==> config.mk <==
export PLATFORM = sky130hd
export DESIGN_NAME = pwm_steer
export DESIGN_NICKNAME = d
export VERILOG_FILES = /design/src/design/pwm_steer_pkg.sv /design/src/design/pwm_steer.sv /design/src/design/deadband_delay.sv
export VERILOG_INCLUDE_DIRS = /design/src /design/src/design
export SDC_FILE = /design/constraint.sdc
export NUM_CORES = 1
export LEC_CHECK = 0
export ABC_AREA = 1
export BUFFER_PORTS_ARGS = -buffer_cell sky130_fd_sc_hd__clkbuf_2
export CAP_MARGIN = 10
export CORE_MARGIN = 5
export CORE_UTILIZATION = 45
export DETAILED_ROUTE_END_ITERATION = 12
export PLACE_DENSITY = 0.76
export SYNTH_ARGS = -nofsm -noshare
export SYNTH_HDL_FRONTEND = slang
export SYNTH_SLANG_ARGS = --single-unit
==> constraint.sdc <==
create_clock -name pclk -period 3.6 [get_ports pclk]
set_clock_uncertainty 0.15 [all_clocks]
set_input_delay 0.36 -clock pclk [delete_from_list [all_inputs] [get_ports pclk]]
set_output_delay 0.36 -clock pclk [all_outputs]
set_load 0.02 [all_outputs]
==> src/design/pwm_steer_defines.svh <==
// Register offsets, field positions, reset values and timing counts of the PWM output stage.
`ifndef PWM_STEER_DEFINES_SVH
`define PWM_STEER_DEFINES_SVH
`define OFS_SHUTDOWN_CTRL   12'h000
`define OFS_STEERING_CTRL   12'h004
`define OFS_CCP_CTRL        12'h008
`define OFS_PERIOD          12'h00c
`define OFS_DUTY_HIGH       12'h010
`define OFS_DEADBAND        12'h014
`define OFS_PRESCALE        12'h018
`define OFS_IRQ_STATUS      12'h01c
`define OFS_IRQ_MASK        12'h020
`define OFS_PIN_STATE       12'h024
`define RST_SHUTDOWN_CTRL   8'h00
`define RST_STEERING_CTRL   5'h01
`define RST_CCP_CTRL        8'h00
`define RST_PERIOD          8'hff
`define RST_DEADBAND        7'h00
`define RST_PRESCALE        4'h0
`define BIT_SD_EVENT        7
`define BIT_SD_SRC_HI       6
`define BIT_SD_SRC_LO       4
`define BIT_SD_AC_HI        3
`define BIT_SD_AC_LO        2
`define BIT_SD_BD_HI        1
`define BIT_SD_BD_LO        0
`define BIT_STEER_SYNC      4
`define BIT_MODE_HI         7
`define BIT_MODE_LO         6
`define BIT_DUTY_LO_HI      5
`define BIT_DUTY_LO_LO      4
`define BIT_CCPM_HI         3
`define BIT_CCPM_LO         0
`define IRQ_SHUTDOWN        0
`define IRQ_PERIOD          1
`define OSC_PER_CYCLE       3'd4
`define PWM_MODE_BITS       2'b11
`endif

==> src/design/pwm_steer_pkg.sv <==
// Types shared by the PWM output stage.
package pwm_steer_pkg;
    typedef enum logic [1:0] {
        MODE_SINGLE   = 2'b00,
        MODE_FULL_FWD = 2'b01,
        MODE_HALF     = 2'b10,
        MODE_FULL_REV = 2'b11
    } bridge_mode_t;
endpackage

==> src/design/pwm_steer.sv <==
// Enhanced PWM output stage: bridge modes, dead band, steering and auto-shutdown.
//
// Notes on behaviour
// - The bridge mode field selects single 00, half 10, full forward 01, full reverse 11.
// - Half bridge drives A and B complementary, edges apart by 4 clocks times the delay count.
// - Forward holds A active, B and C inactive, modulates D; reverse modulates B, C active.
// - The period is 4 clocks times (period register plus one) times (prescale plus one).
// - The pulse width is one clock times the ten-bit duty value times (prescale plus one).
// - Single mode drives the waveform only onto pins whose steering enable is set.
// - Steering applies only when ccp mode bits 3:2 are 11 and the bridge mode is 00.
// - With steering sync clear, steering changes take effect on the next clock.
// - A triggered enabled source sets the shutdown flag, which holds outputs in shutdown while ccp mode bits 3:2 are 11.
//
// The address map and the APB slave port were left to the implementer.
`timescale 1ns/1ns
`default_nettype none
`include "pwm_steer_defines.svh"
module pwm_steer
    import pwm_steer_pkg::*;
(
    input  wire logic        pclk,
    input  wire logic        presetn,
    input  wire logic        psel,
    input  wire logic        penable,
    input  wire logic        pwrite,
    input  wire logic [11:0] paddr,
    input  wire logic [31:0] pwdata,
    output logic      [31:0] prdata,
    output logic             pready,
    output logic             pslverr,
    input  wire logic [2:0]  shutdown_src,
    input  wire logic [3:0]  port_out,
    input  wire logic [3:0]  port_oe,
    output logic      [3:0]  pwm_out,
    output logic      [3:0]  pwm_oe,
    output logic             irq
);
    ////////////////////////////////////////////////////////////////////////////////
    logic [7:0]  shutdown_ctrl_r;
    logic [4:0]  steer_ctrl_r;
    logic [3:0]  steer_act_r;
    logic [7:0]  ccp_ctrl_r;
    logic [7:0]  period_r;
    logic [7:0]  duty_high_r;
    logic [6:0]  deadband_r;
    logic [3:0]  prescale_r;
    logic [1:0]  irq_status_r;
    logic [1:0]  irq_mask_r;
    logic [2:0]  src_s1_r, src_s2_r, src_s3_r;
    logic [3:0]  pre_cnt_r;
    logic [9:0]  tick_cnt_r;
    logic        pwm_raw_r;
    logic        period_start;
    logic        wr_en;
    logic        sd_trig;
    logic        sd_clr;
    logic        db_a, db_b;
    logic [8:0]  db_cycles;
    logic [3:0]  pin_nxt;
    logic [3:0]  oe_nxt;
    logic        act_hi, act_lo;
    logic        mod_ac, mod_bd;
    bridge_mode_t mode;

    assign mode  = bridge_mode_t'(ccp_ctrl_r[`BIT_MODE_HI:`BIT_MODE_LO]);
    assign wr_en = psel && penable && pwrite;

    ////////////////////////////////////////////////////////////////////////////////
    // Register file. Every access answers in the first access cycle; no wait states.
    always_ff @(posedge pclk or negedge presetn) begin
        if (!presetn) begin
            pready  <= 1'b0;
            pslverr <= 1'b0;
            prdata  <= 32'h0000_0000;
        end else begin
            pready  <= psel && !penable;
            pslverr <= 1'b0;
            prdata  <= 32'h0000_0000;
            if (psel && !penable && !pwrite) begin
                unique case (paddr)
                    `OFS_SHUTDOWN_CTRL: prdata <= {24'h000000, shutdown_ctrl_r};
                    `OFS_STEERING_CTRL: prdata <= {27'h0000000, steer_ctrl_r};
                    `OFS_CCP_CTRL:      prdata <= {24'h000000, ccp_ctrl_r};
                    `OFS_PERIOD:        prdata <= {24'h000000, period_r};
                    `OFS_DUTY_HIGH:     prdata <= {24'h000000, duty_high_r};
                    `OFS_DEADBAND:      prdata <= {25'h0000000, deadband_r};
                    `OFS_PRESCALE:      prdata <= {28'h0000000, prescale_r};
                    `OFS_IRQ_STATUS:    prdata <= {30'h00000000, irq_status_r};
                    `OFS_IRQ_MASK:      prdata <= {30'h00000000, irq_mask_r};
                    `OFS_PIN_STATE:     prdata <= {24'h000000, pwm_oe, pwm_out};
                    default:            pslverr <= 1'b1;
                endcase
            end else if (psel && !penable) begin
                unique case (paddr)
                    `OFS_SHUTDOWN_CTRL, `OFS_STEERING_CTRL, `OFS_CCP_CTRL, `OFS_PERIOD,
                    `OFS_DUTY_HIGH, `OFS_DEADBAND, `OFS_PRESCALE, `OFS_IRQ_STATUS,
                    `OFS_IRQ_MASK, `OFS_PIN_STATE: pslverr <= 1'b0;
                    default: pslverr <= 1'b1;
                endcase
            end
        end
    end

    // Writes land on the access edge; pready is high there because the slave answers fast.
    always_ff @(posedge pclk or negedge presetn) begin
        if (!presetn) begin
            steer_ctrl_r <= `RST_STEERING_CTRL;
            ccp_ctrl_r   <= `RST_CCP_CTRL;
            period_r     <= `RST_PERIOD;
            duty_high_r  <= 8'h00;
            deadband_r   <= `RST_DEADBAND;
            prescale_r   <= `RST_PRESCALE;
            irq_mask_r   <= 2'b00;
        end else if (wr_en && pready) begin
            unique case (paddr)
                `OFS_STEERING_CTRL: steer_ctrl_r <= pwdata[4:0];
                `OFS_CCP_CTRL:      ccp_ctrl_r   <= pwdata[7:0];
                `OFS_PERIOD:        period_r     <= pwdata[7:0];
                `OFS_DUTY_HIGH:     duty_high_r  <= pwdata[7:0];
                `OFS_DEADBAND:      deadband_r   <= pwdata[6:0];
                `OFS_PRESCALE:      prescale_r   <= pwdata[3:0];
                `OFS_IRQ_MASK:      irq_mask_r   <= pwdata[1:0];
                default: ;
            endcase
        end
    end

    ////////////////////////////////////////////////////////////////////////////////
    // Shutdown sources come from pins: three flops, a change counts once stages 2 and 3 agree.
    always_ff @(posedge pclk or negedge presetn) begin
        if (!presetn) begin
            src_s1_r <= 3'b000;
            src_s2_r <= 3'b000;
            src_s3_r <= 3'b000;
        end else begin
            src_s1_r <= shutdown_src;
            src_s2_r <= src_s1_r;
            src_s3_r <= src_s2_r;
        end
    end

    assign sd_trig = |(src_s2_r & src_s3_r & shutdown_ctrl_r[`BIT_SD_SRC_HI:`BIT_SD_SRC_LO]);
    assign sd_clr  = wr_en && pready && (paddr == `OFS_SHUTDOWN_CTRL) && !pwdata[`BIT_SD_EVENT];

    // The event flag is set by hardware and cleared by software writing a zero; set wins.
    always_ff @(posedge pclk or negedge presetn) begin
        if (!presetn) begin
            shutdown_ctrl_r <= `RST_SHUTDOWN_CTRL;
        end else begin
            if (wr_en && pready && (paddr == `OFS_SHUTDOWN_CTRL)) begin
                shutdown_ctrl_r[`BIT_SD_SRC_HI:`BIT_SD_BD_LO] <=
                    pwdata[`BIT_SD_SRC_HI:`BIT_SD_BD_LO];
            end
            if (sd_clr) begin
                shutdown_ctrl_r[`BIT_SD_EVENT] <= 1'b0;
            end
            if (sd_trig) begin
                shutdown_ctrl_r[`BIT_SD_EVENT] <= 1'b1;
            end
        end
    end

    ////////////////////////////////////////////////////////////////////////////////
    // Timebase: prescale divides the clock; each count step is one clock at prescale 0.
    always_ff @(posedge pclk or negedge presetn) begin
        if (!presetn) begin
            pre_cnt_r  <= 4'h0;
            tick_cnt_r <= 10'h000;
            pwm_raw_r  <= 1'b0;
        end else if (pre_cnt_r >= prescale_r) begin
            pre_cnt_r <= 4'h0;
            if (period_start) begin
                tick_cnt_r <= 10'h000;
            end else begin
                tick_cnt_r <= tick_cnt_r + 10'h001;
            end
            pwm_raw_r <= (period_start ? 10'h000 : tick_cnt_r + 10'h001)
                         < {duty_high_r, ccp_ctrl_r[`BIT_DUTY_LO_HI:`BIT_DUTY_LO_LO]};
        end else begin
            pre_cnt_r <= pre_cnt_r + 4'h1;
        end
    end

    // Period ends after 4 * (period + 1) steps.
    assign period_start = (pre_cnt_r >= prescale_r) &&
                          (tick_cnt_r == ({2'b00, period_r} + 10'h001) * 10'(`OSC_PER_CYCLE)
                                         - 10'h001);

    ////////////////////////////////////////////////////////////////////////////////
    // Steering takes effect at once or at the next period start.
    always_ff @(posedge pclk or negedge presetn) begin
        if (!presetn) begin
            steer_act_r <= 4'(`RST_STEERING_CTRL);
        end else if (!steer_ctrl_r[`BIT_STEER_SYNC]) begin
            steer_act_r <= steer_ctrl_r[3:0];
        end else if (period_start) begin
            steer_act_r <= steer_ctrl_r[3:0];
        end
    end

    assign db_cycles = {deadband_r, 2'b00};

    deadband_delay #(.CW(9)) u_db_a (
        .pclk         (pclk),
        .presetn      (presetn),
        .din          (pwm_raw_r),
        .delay_cycles (db_cycles),
        .dout         (db_a)
    );

    deadband_delay #(.CW(9)) u_db_b (
        .pclk         (pclk),
        .presetn      (presetn),
        .din          (!pwm_raw_r),
        .delay_cycles (db_cycles),
        .dout         (db_b)
    );

    // Mode bits 1:0 give polarity: bit 1 inverts A/C, bit 0 inverts B/D.
    always_comb begin
        act_hi = 1'b1;
        act_lo = 1'b0;
        mod_ac = pwm_raw_r ^ ccp_ctrl_r[1];
        mod_bd = pwm_raw_r ^ ccp_ctrl_r[0];
        pin_nxt = port_out;
        oe_nxt  = port_oe;
        unique case (mode)
            MODE_SINGLE: begin
                if (ccp_ctrl_r[`BIT_CCPM_HI:2] == `PWM_MODE_BITS) begin
                    for (int i = 0; i < 4; i++) begin
                        if (steer_act_r[i]) begin
                            pin_nxt[i] = (i % 2 == 0) ? mod_ac : mod_bd;
                            oe_nxt[i]  = 1'b1;
                        end
                    end
                end
            end
            MODE_HALF: begin
                pin_nxt[1:0] = {db_b ^ ccp_ctrl_r[0], db_a ^ ccp_ctrl_r[1]};
                oe_nxt[1:0]  = 2'b11;
            end
            MODE_FULL_FWD: begin
                pin_nxt = {mod_bd, act_lo ^ ccp_ctrl_r[1], act_lo ^ ccp_ctrl_r[0],
                           act_hi ^ ccp_ctrl_r[1]};
                oe_nxt  = 4'hf;
            end
            MODE_FULL_REV: begin
                pin_nxt = {act_lo ^ ccp_ctrl_r[0], act_hi ^ ccp_ctrl_r[1], mod_bd,
                           act_lo ^ ccp_ctrl_r[1]};
                oe_nxt  = 4'hf;
            end
        endcase
        if (shutdown_ctrl_r[`BIT_SD_EVENT] && ccp_ctrl_r[`BIT_CCPM_HI:2] == `PWM_MODE_BITS) begin
            pin_nxt[0] = shutdown_ctrl_r[`BIT_SD_AC_LO];
            pin_nxt[2] = shutdown_ctrl_r[`BIT_SD_AC_LO];
            oe_nxt[0]  = !shutdown_ctrl_r[`BIT_SD_AC_HI];
            oe_nxt[2]  = !shutdown_ctrl_r[`BIT_SD_AC_HI];
            pin_nxt[1] = shutdown_ctrl_r[`BIT_SD_BD_LO];
            pin_nxt[3] = shutdown_ctrl_r[`BIT_SD_BD_LO];
            oe_nxt[1]  = !shutdown_ctrl_r[`BIT_SD_BD_HI];
            oe_nxt[3]  = !shutdown_ctrl_r[`BIT_SD_BD_HI];
        end
    end

    always_ff @(posedge pclk or negedge presetn) begin
        if (!presetn) begin
            pwm_out <= 4'h0;
            pwm_oe  <= 4'h0;
        end else begin
            pwm_out <= pin_nxt;
            pwm_oe  <= oe_nxt;
        end
    end

    ////////////////////////////////////////////////////////////////////////////////
    // Interrupt status: write one to clear, a new event in the same cycle wins.
    always_ff @(posedge pclk or negedge presetn) begin
        if (!presetn) begin
            irq_status_r <= 2'b00;
            irq <= 1'b0;
        end else begin
            for (int i = 0; i < 2; i++) begin
                if (wr_en && pready && paddr == `OFS_IRQ_STATUS && pwdata[i]) begin
                    irq_status_r[i] <= 1'b0;
                end
            end
            if (sd_trig) irq_status_r[`IRQ_SHUTDOWN] <= 1'b1;
            if (period_start) irq_status_r[`IRQ_PERIOD] <= 1'b1;
            irq <= |(irq_status_r & irq_mask_r);
        end
    end

    ////////////////////////////////////////////////////////////////////////////////
    chk_sd_flag_set: assert property (@(posedge pclk) disable iff (!presetn)
        sd_trig |=> shutdown_ctrl_r[`BIT_SD_EVENT])
        else $error("shutdown flag not set after trigger");
    chk_sd_pins_ac: assert property (@(posedge pclk) disable iff (!presetn)
        (shutdown_ctrl_r[`BIT_SD_EVENT] && ccp_ctrl_r[3:2] == 2'b11
         && shutdown_ctrl_r[3:2] == 2'b00) |=> (pwm_out[0] == 1'b0 && pwm_oe[0]))
        else $error("A not driven low in shutdown");
    chk_half_ab_off: assert property (@(posedge pclk) disable iff (!presetn)
        (mode == MODE_HALF && !shutdown_ctrl_r[7] && ccp_ctrl_r[1:0] == 2'b00)
        |=> !(pwm_out[0] && pwm_out[1]))
        else $error("half bridge outputs overlap");
    chk_fwd_a_act: assert property (@(posedge pclk) disable iff (!presetn)
        (mode == MODE_FULL_FWD && !shutdown_ctrl_r[7] && ccp_ctrl_r[1:0] == 2'b00)
        |=> (pwm_out[0] && !pwm_out[1] && !pwm_out[2]))
        else $error("forward mode static pins wrong");
    chk_rev_c_act: assert property (@(posedge pclk) disable iff (!presetn)
        (mode == MODE_FULL_REV && !shutdown_ctrl_r[7] && ccp_ctrl_r[1:0] == 2'b00)
        |=> (pwm_out[2] && !pwm_out[0] && !pwm_out[3]))
        else $error("reverse mode static pins wrong");
    chk_steer_off: assert property (@(posedge pclk) disable iff (!presetn)
        (mode == MODE_SINGLE && !shutdown_ctrl_r[7] && !steer_act_r[2])
        |=> (pwm_oe[2] == $past(port_oe[2])))
        else $error("unsteered pin not under port control");
    chk_steer_sync: assert property (@(posedge pclk) disable iff (!presetn)
        (steer_ctrl_r[4] && !period_start) |=> $stable(steer_act_r))
        else $error("synchronous steering changed mid period");
    chk_steer_now: assert property (@(posedge pclk) disable iff (!presetn)
        !steer_ctrl_r[4] |=> steer_act_r == $past(steer_ctrl_r[3:0]))
        else $error("steering not applied on next clock");
    // Shutdown levels of the B/D pair and release of the A/C pair.
    chk_sd_pins_bd: assert property (@(posedge pclk) disable iff (!presetn)
        (shutdown_ctrl_r[`BIT_SD_EVENT] && ccp_ctrl_r[`BIT_CCPM_HI:2] == `PWM_MODE_BITS
         && shutdown_ctrl_r[`BIT_SD_BD_HI:`BIT_SD_BD_LO] == 2'b01)
        |=> (pwm_out[1] && pwm_oe[1] && pwm_out[3] && pwm_oe[3]))
        else $error("B and D not driven high in shutdown");
    chk_sd_ac_float: assert property (@(posedge pclk) disable iff (!presetn)
        (shutdown_ctrl_r[`BIT_SD_EVENT] && ccp_ctrl_r[`BIT_CCPM_HI:2] == `PWM_MODE_BITS
         && shutdown_ctrl_r[`BIT_SD_AC_HI]) |=> (!pwm_oe[0] && !pwm_oe[2]))
        else $error("A and C not released in shutdown");
    chk_fwd_d_mod: assert property (@(posedge pclk) disable iff (!presetn)
        (mode == MODE_FULL_FWD && !shutdown_ctrl_r[`BIT_SD_EVENT] && ccp_ctrl_r[1:0] == 2'b00)
        |=> (pwm_out[3] == $past(pwm_raw_r)))
        else $error("forward mode D not modulated");
    chk_half_cd_port: assert property (@(posedge pclk) disable iff (!presetn)
        (mode == MODE_HALF && !shutdown_ctrl_r[`BIT_SD_EVENT])
        |=> (pwm_oe[3:2] == $past(port_oe[3:2]) && pwm_out[3:2] == $past(port_out[3:2])))
        else $error("half bridge took pins C or D");
    chk_steer_a_on: assert property (@(posedge pclk) disable iff (!presetn)
        (mode == MODE_SINGLE && !shutdown_ctrl_r[`BIT_SD_EVENT] && steer_act_r[0]
         && ccp_ctrl_r[`BIT_CCPM_HI:2] == `PWM_MODE_BITS)
        |=> (pwm_oe[0] && pwm_out[0] == ($past(pwm_raw_r) ^ $past(ccp_ctrl_r[1]))))
        else $error("steered pin A lacks the waveform");
endmodule
`default_nettype wire

==> src/design/deadband_delay.sv <==
// Rising-edge delay for one half-bridge output.
`timescale 1ns/1ns
`default_nettype none
`include "pwm_steer_defines.svh"
module deadband_delay #(
    parameter int CW = 9
) (
    input  wire logic          pclk,
    input  wire logic          presetn,
    input  wire logic          din,
    input  wire logic [CW-1:0] delay_cycles,
    output logic               dout
);
    logic [CW-1:0] cnt_r;

    // A rising input is held low for delay_cycles clocks; a falling input passes at once.
    always_ff @(posedge pclk or negedge presetn) begin
        if (!presetn) begin
            cnt_r <= '0;
            dout  <= 1'b0;
        end else if (!din) begin
            cnt_r <= '0;
            dout  <= 1'b0;
        end else if (cnt_r >= delay_cycles) begin
            dout <= 1'b1;
        end else begin
            cnt_r <= cnt_r + 1'b1;
        end
    end
endmodule
`default_nettype wire

==> impl_results.md <==
* Cell Int Power at 0.00236 W
* Setup violators final at 0
* Chip Width at 133 um
* Pleak at 3.70 nW
* Count of final hold-check violations at 0
* Clk root buf: clkbuf_16
* Sw Ratio at 24.7%
* Setup ws final at 0.423 ns
* Kind of critical path: flip-flop to flip-flop
* RSZ-0062 raised after global routing: no
* # fillers at 1341
* Prevailing post-synth register cell: dfrtp_1
* DR vias at 5949
* Pwr Density at 402 nW/um^2
* Worst hold slack at 0.0334 ns
* Worst skew pair latency at 0.41 ns
* Clock group share of total power at 51.5%
* Fin. max-slew vios at 0
* Height of the die at 133 um
* Synthesis-to-layout area growth at 15.4%
* Ys Warns at 0
* Avg Cell Area, Syn at 7.87 um^2
* Reg2Reg Setup Slack at 0.42 ns
* CTS tree: built
* Setup WS pre-CTS at 0.298 ns
* Die Footprint at 17600 um^2
* Commonest non-fill, non-tap cell in the layout: nand2_1
* Largest net degree at the start of global routing at 94
* Most frequent cells in the layout: nand2_1, inv_1, o21ai_0, dfrtp_1, nor2_1
* H-tree levels at 4
* Worst slew pin tran at 0.769 ns
* Core footprint at 14600 um^2
* Post-synth EDFFs at 0
* Worst-path clk slew at 0.06 ns
* Element type at the critical path start: flip-flop
* Num CTS Buffers at 17
* Status: finished, final reports clean
* Rel. slew slack at 48.5%
* PortBufs at 54
* Routed WL per cell at 15.1 um
* Routed Antenna Nets at 0
* Sequential power share at 43.7%
* Post-synthesis sequential area ratio at 44.3%
* FP Rows at 44
* Starting Density at 46.1%
* # Max-Cap Violations at 0
* Mapped Cells at 858
* FF+latch count, synth at 119
* Setup TNS at 0 ns
* Vias in the first global route at 5618
* Final Net Count at 1023
* Final core occ at 53.2%
* Post-synth ARST share at 100%
* GRT overflow at 0
* Routed vias/inst at 5.28
* Layout cells sized above 1 at 13.8%
* Crit-path max FO at 7
* Fin crit share at 88.2%
* Switch Pwr at 0.000775 W
* Crit end category: flip-flop
* Tmin final at 3.18 ns
* Hpwl dp at 12.6 mm
* First-pass GRT wire length at 27.8 mm
* Min-delay worst type: input pin to flip-flop
* First DRT Iteration DRCs at 468
* Total track usage at 19.7%
* WP data arrival at 3.38 ns
* Achievable frequency at 315 MHz
* Gpl congestion at 0.956
* CTS Sinks at 119
* Final wirelength at 17.0 mm
* Buffer levels on the longest clock path at 2
* Initial antenna violation count at 0
* Placed cells at 1085
* Maximum VDD drop at 0.000324 V
* Mapped cell area at 6750 um^2
* Worst Path Required at 3.80 ns
* Post-Layout Cell Count at 1126
* Netlist cell types at 46
* Combinational share of power at 4.8%
* I/O pin count at 103
* Drt first pass iters at 5
* DRC at 0
## critical path, cell delays in order, from the launching register on
cell      delay [ns]
dfstp_2         0.59
ha_1            0.20
nand2_2         0.08
clkinv_1        0.09
nand3_1         0.12
nand2_2         0.12
inv_2           0.05
nand2_2         0.05
nand2_1         0.05
nand2_1         0.05
nand2_1         0.05
nor2_2          0.15
o21ai_0         0.11
nor2_1          0.12
nand2_1         0.07
nand2_1         0.07
inv_1           0.05
ha_1            0.17
a21oi_1         0.12
nor2_1          0.05
a211oi_1        0.17
o21ai_0         0.12
a31oi_1         0.17
nand2_1         0.08
nand2_1         0.06
## metal layers
| metal | wire [um] | GRT usage (%) |
|---|---|---|
| met2 | 7960 | 31.3 |
| met3 | 1460 | 6.53 |
| met5 | 0 | 0 |
| met1 | 7300 | 25.1 |
| met4 | 325 | 7.22 |
## cell type report
type,instances,area [um^2],area share (%)
clock buffer,17,425,5.46
antenna,1,2.50,0.0321
sequential,119,2990,38.4
timing repair buffer,65,380,4.88
clock inverter,15,144,1.85
tap,184,230,2.95
multi-input combinational,602,3160,40.5
inverter,123,462,5.92
## logic make-up (layout without fill, tap and decap cells)
family | Yosys count | after routing | share of synthesized area [%]
AOI/OAI and AO/OA | 183 | 183 | 14.9
xor gates and xnor gates | 11 | 11 | 1.43
adders and majority gates | 35 | 35 | 6.48
buffers and inverters | 160 | 220 | 10.4
DFF | 119 | 119 | 44.3
other | 1 | 25 | 0.0555
and+or+nand+nor | 349 | 349 | 22.5
## registers in the layout, summed over array words and instances (netlist names), 2 cells and up
name and count:
period_r 8, deadband_r 7, pwm_out 4, ccp_ctrl_r 8, u_db_a.cnt_r 9, u_db_b.cnt_r 9, tick_cnt_r 10, prescale_r 4
shutdown_ctrl_r 8, src_s1_r 3, prdata 8, steer_act_r 4, src_s3_r 3, pre_cnt_r 4, duty_high_r 8, irq_mask_r 2
pwm_oe 4, irq_status_r 2, steer_ctrl_r 5, src_s2_r 3
## worst paths after layout
check,start,end,depth (start not counted)
min in group asynchronous,presetn,u_db_b.cnt_r[3],2
min,port_oe[0],pwm_oe[0],3
max in group asynchronous,presetn,period_r[3],3
max reg2reg,period_r[1],pwm_raw_r,24
max,period_r[1],pwm_raw_r,24
min reg2reg,src_s1_r[2],src_s2_r[2],0
## per-stage QoR
stage / cell area [um^2] / total power [W]
global route: 7790 / 0.00323
global placement: 7140 / 0.00153
CTS: 7760 / 0.00315
detailed placement: 7140 / 0.00154
finish: 7790 / 0.00313
floorplan: 6840 / 0.00148
## cell usage after synthesis, types with 4 or more instances
library cell / number / share of area (%)
o31ai_1: 5 / 0.56
o21ai_1: 6 / 0.44
a21oi_1: 29 / 2.1
xor2_1: 6 / 0.78
inv_1: 119 / 6.6
buf_4: 24 / 2.7
dfstp_2: 10 / 3.9
nand2_2: 10 / 0.93
nand4_1: 7 / 0.65
nor3_1: 15 / 1.1
o21ai_0: 109 / 8.1
nor2_1: 62 / 3.4
clkbuf_1: 11 / 0.61
xnor2_1: 5 / 0.65
ha_1: 35 / 6.5
o22ai_1: 12 / 1.1
nand3_1: 51 / 3.8
dfrtp_1: 109 / 40
a31oi_1: 5 / 0.46
a221oi_1: 4 / 0.52
nand2_1: 187 / 10
## repair_timing
action | 4_1_cts | 5_1_grt
endpoints found under the hold margin | 31 | 0
buffers inserted | 0 | 3
hold buffers | 5 | 0
resized for setup | 0 | 2
endpoints found under the setup margin | 0 | 1
## power by group through the flow
| stage | registers [W] | clock network, W | logic (W) |
|---|---|---|---|
| final | 0.00137 | 0.00161 | 0.000151 |
| after floorplan | 0.00139 | 0 | 0.0000845 |
| after CTS | 0.00137 | 0.00163 | 0.000152 |
| after global placement | 0.00139 | 0 | 0.000144 |
| after global routing | 0.00137 | 0.00169 | 0.000169 |
| after detailed placement | 0.00139 | 0 | 0.000146 |
Note: power is estimated with default switching activity, not from simulation.
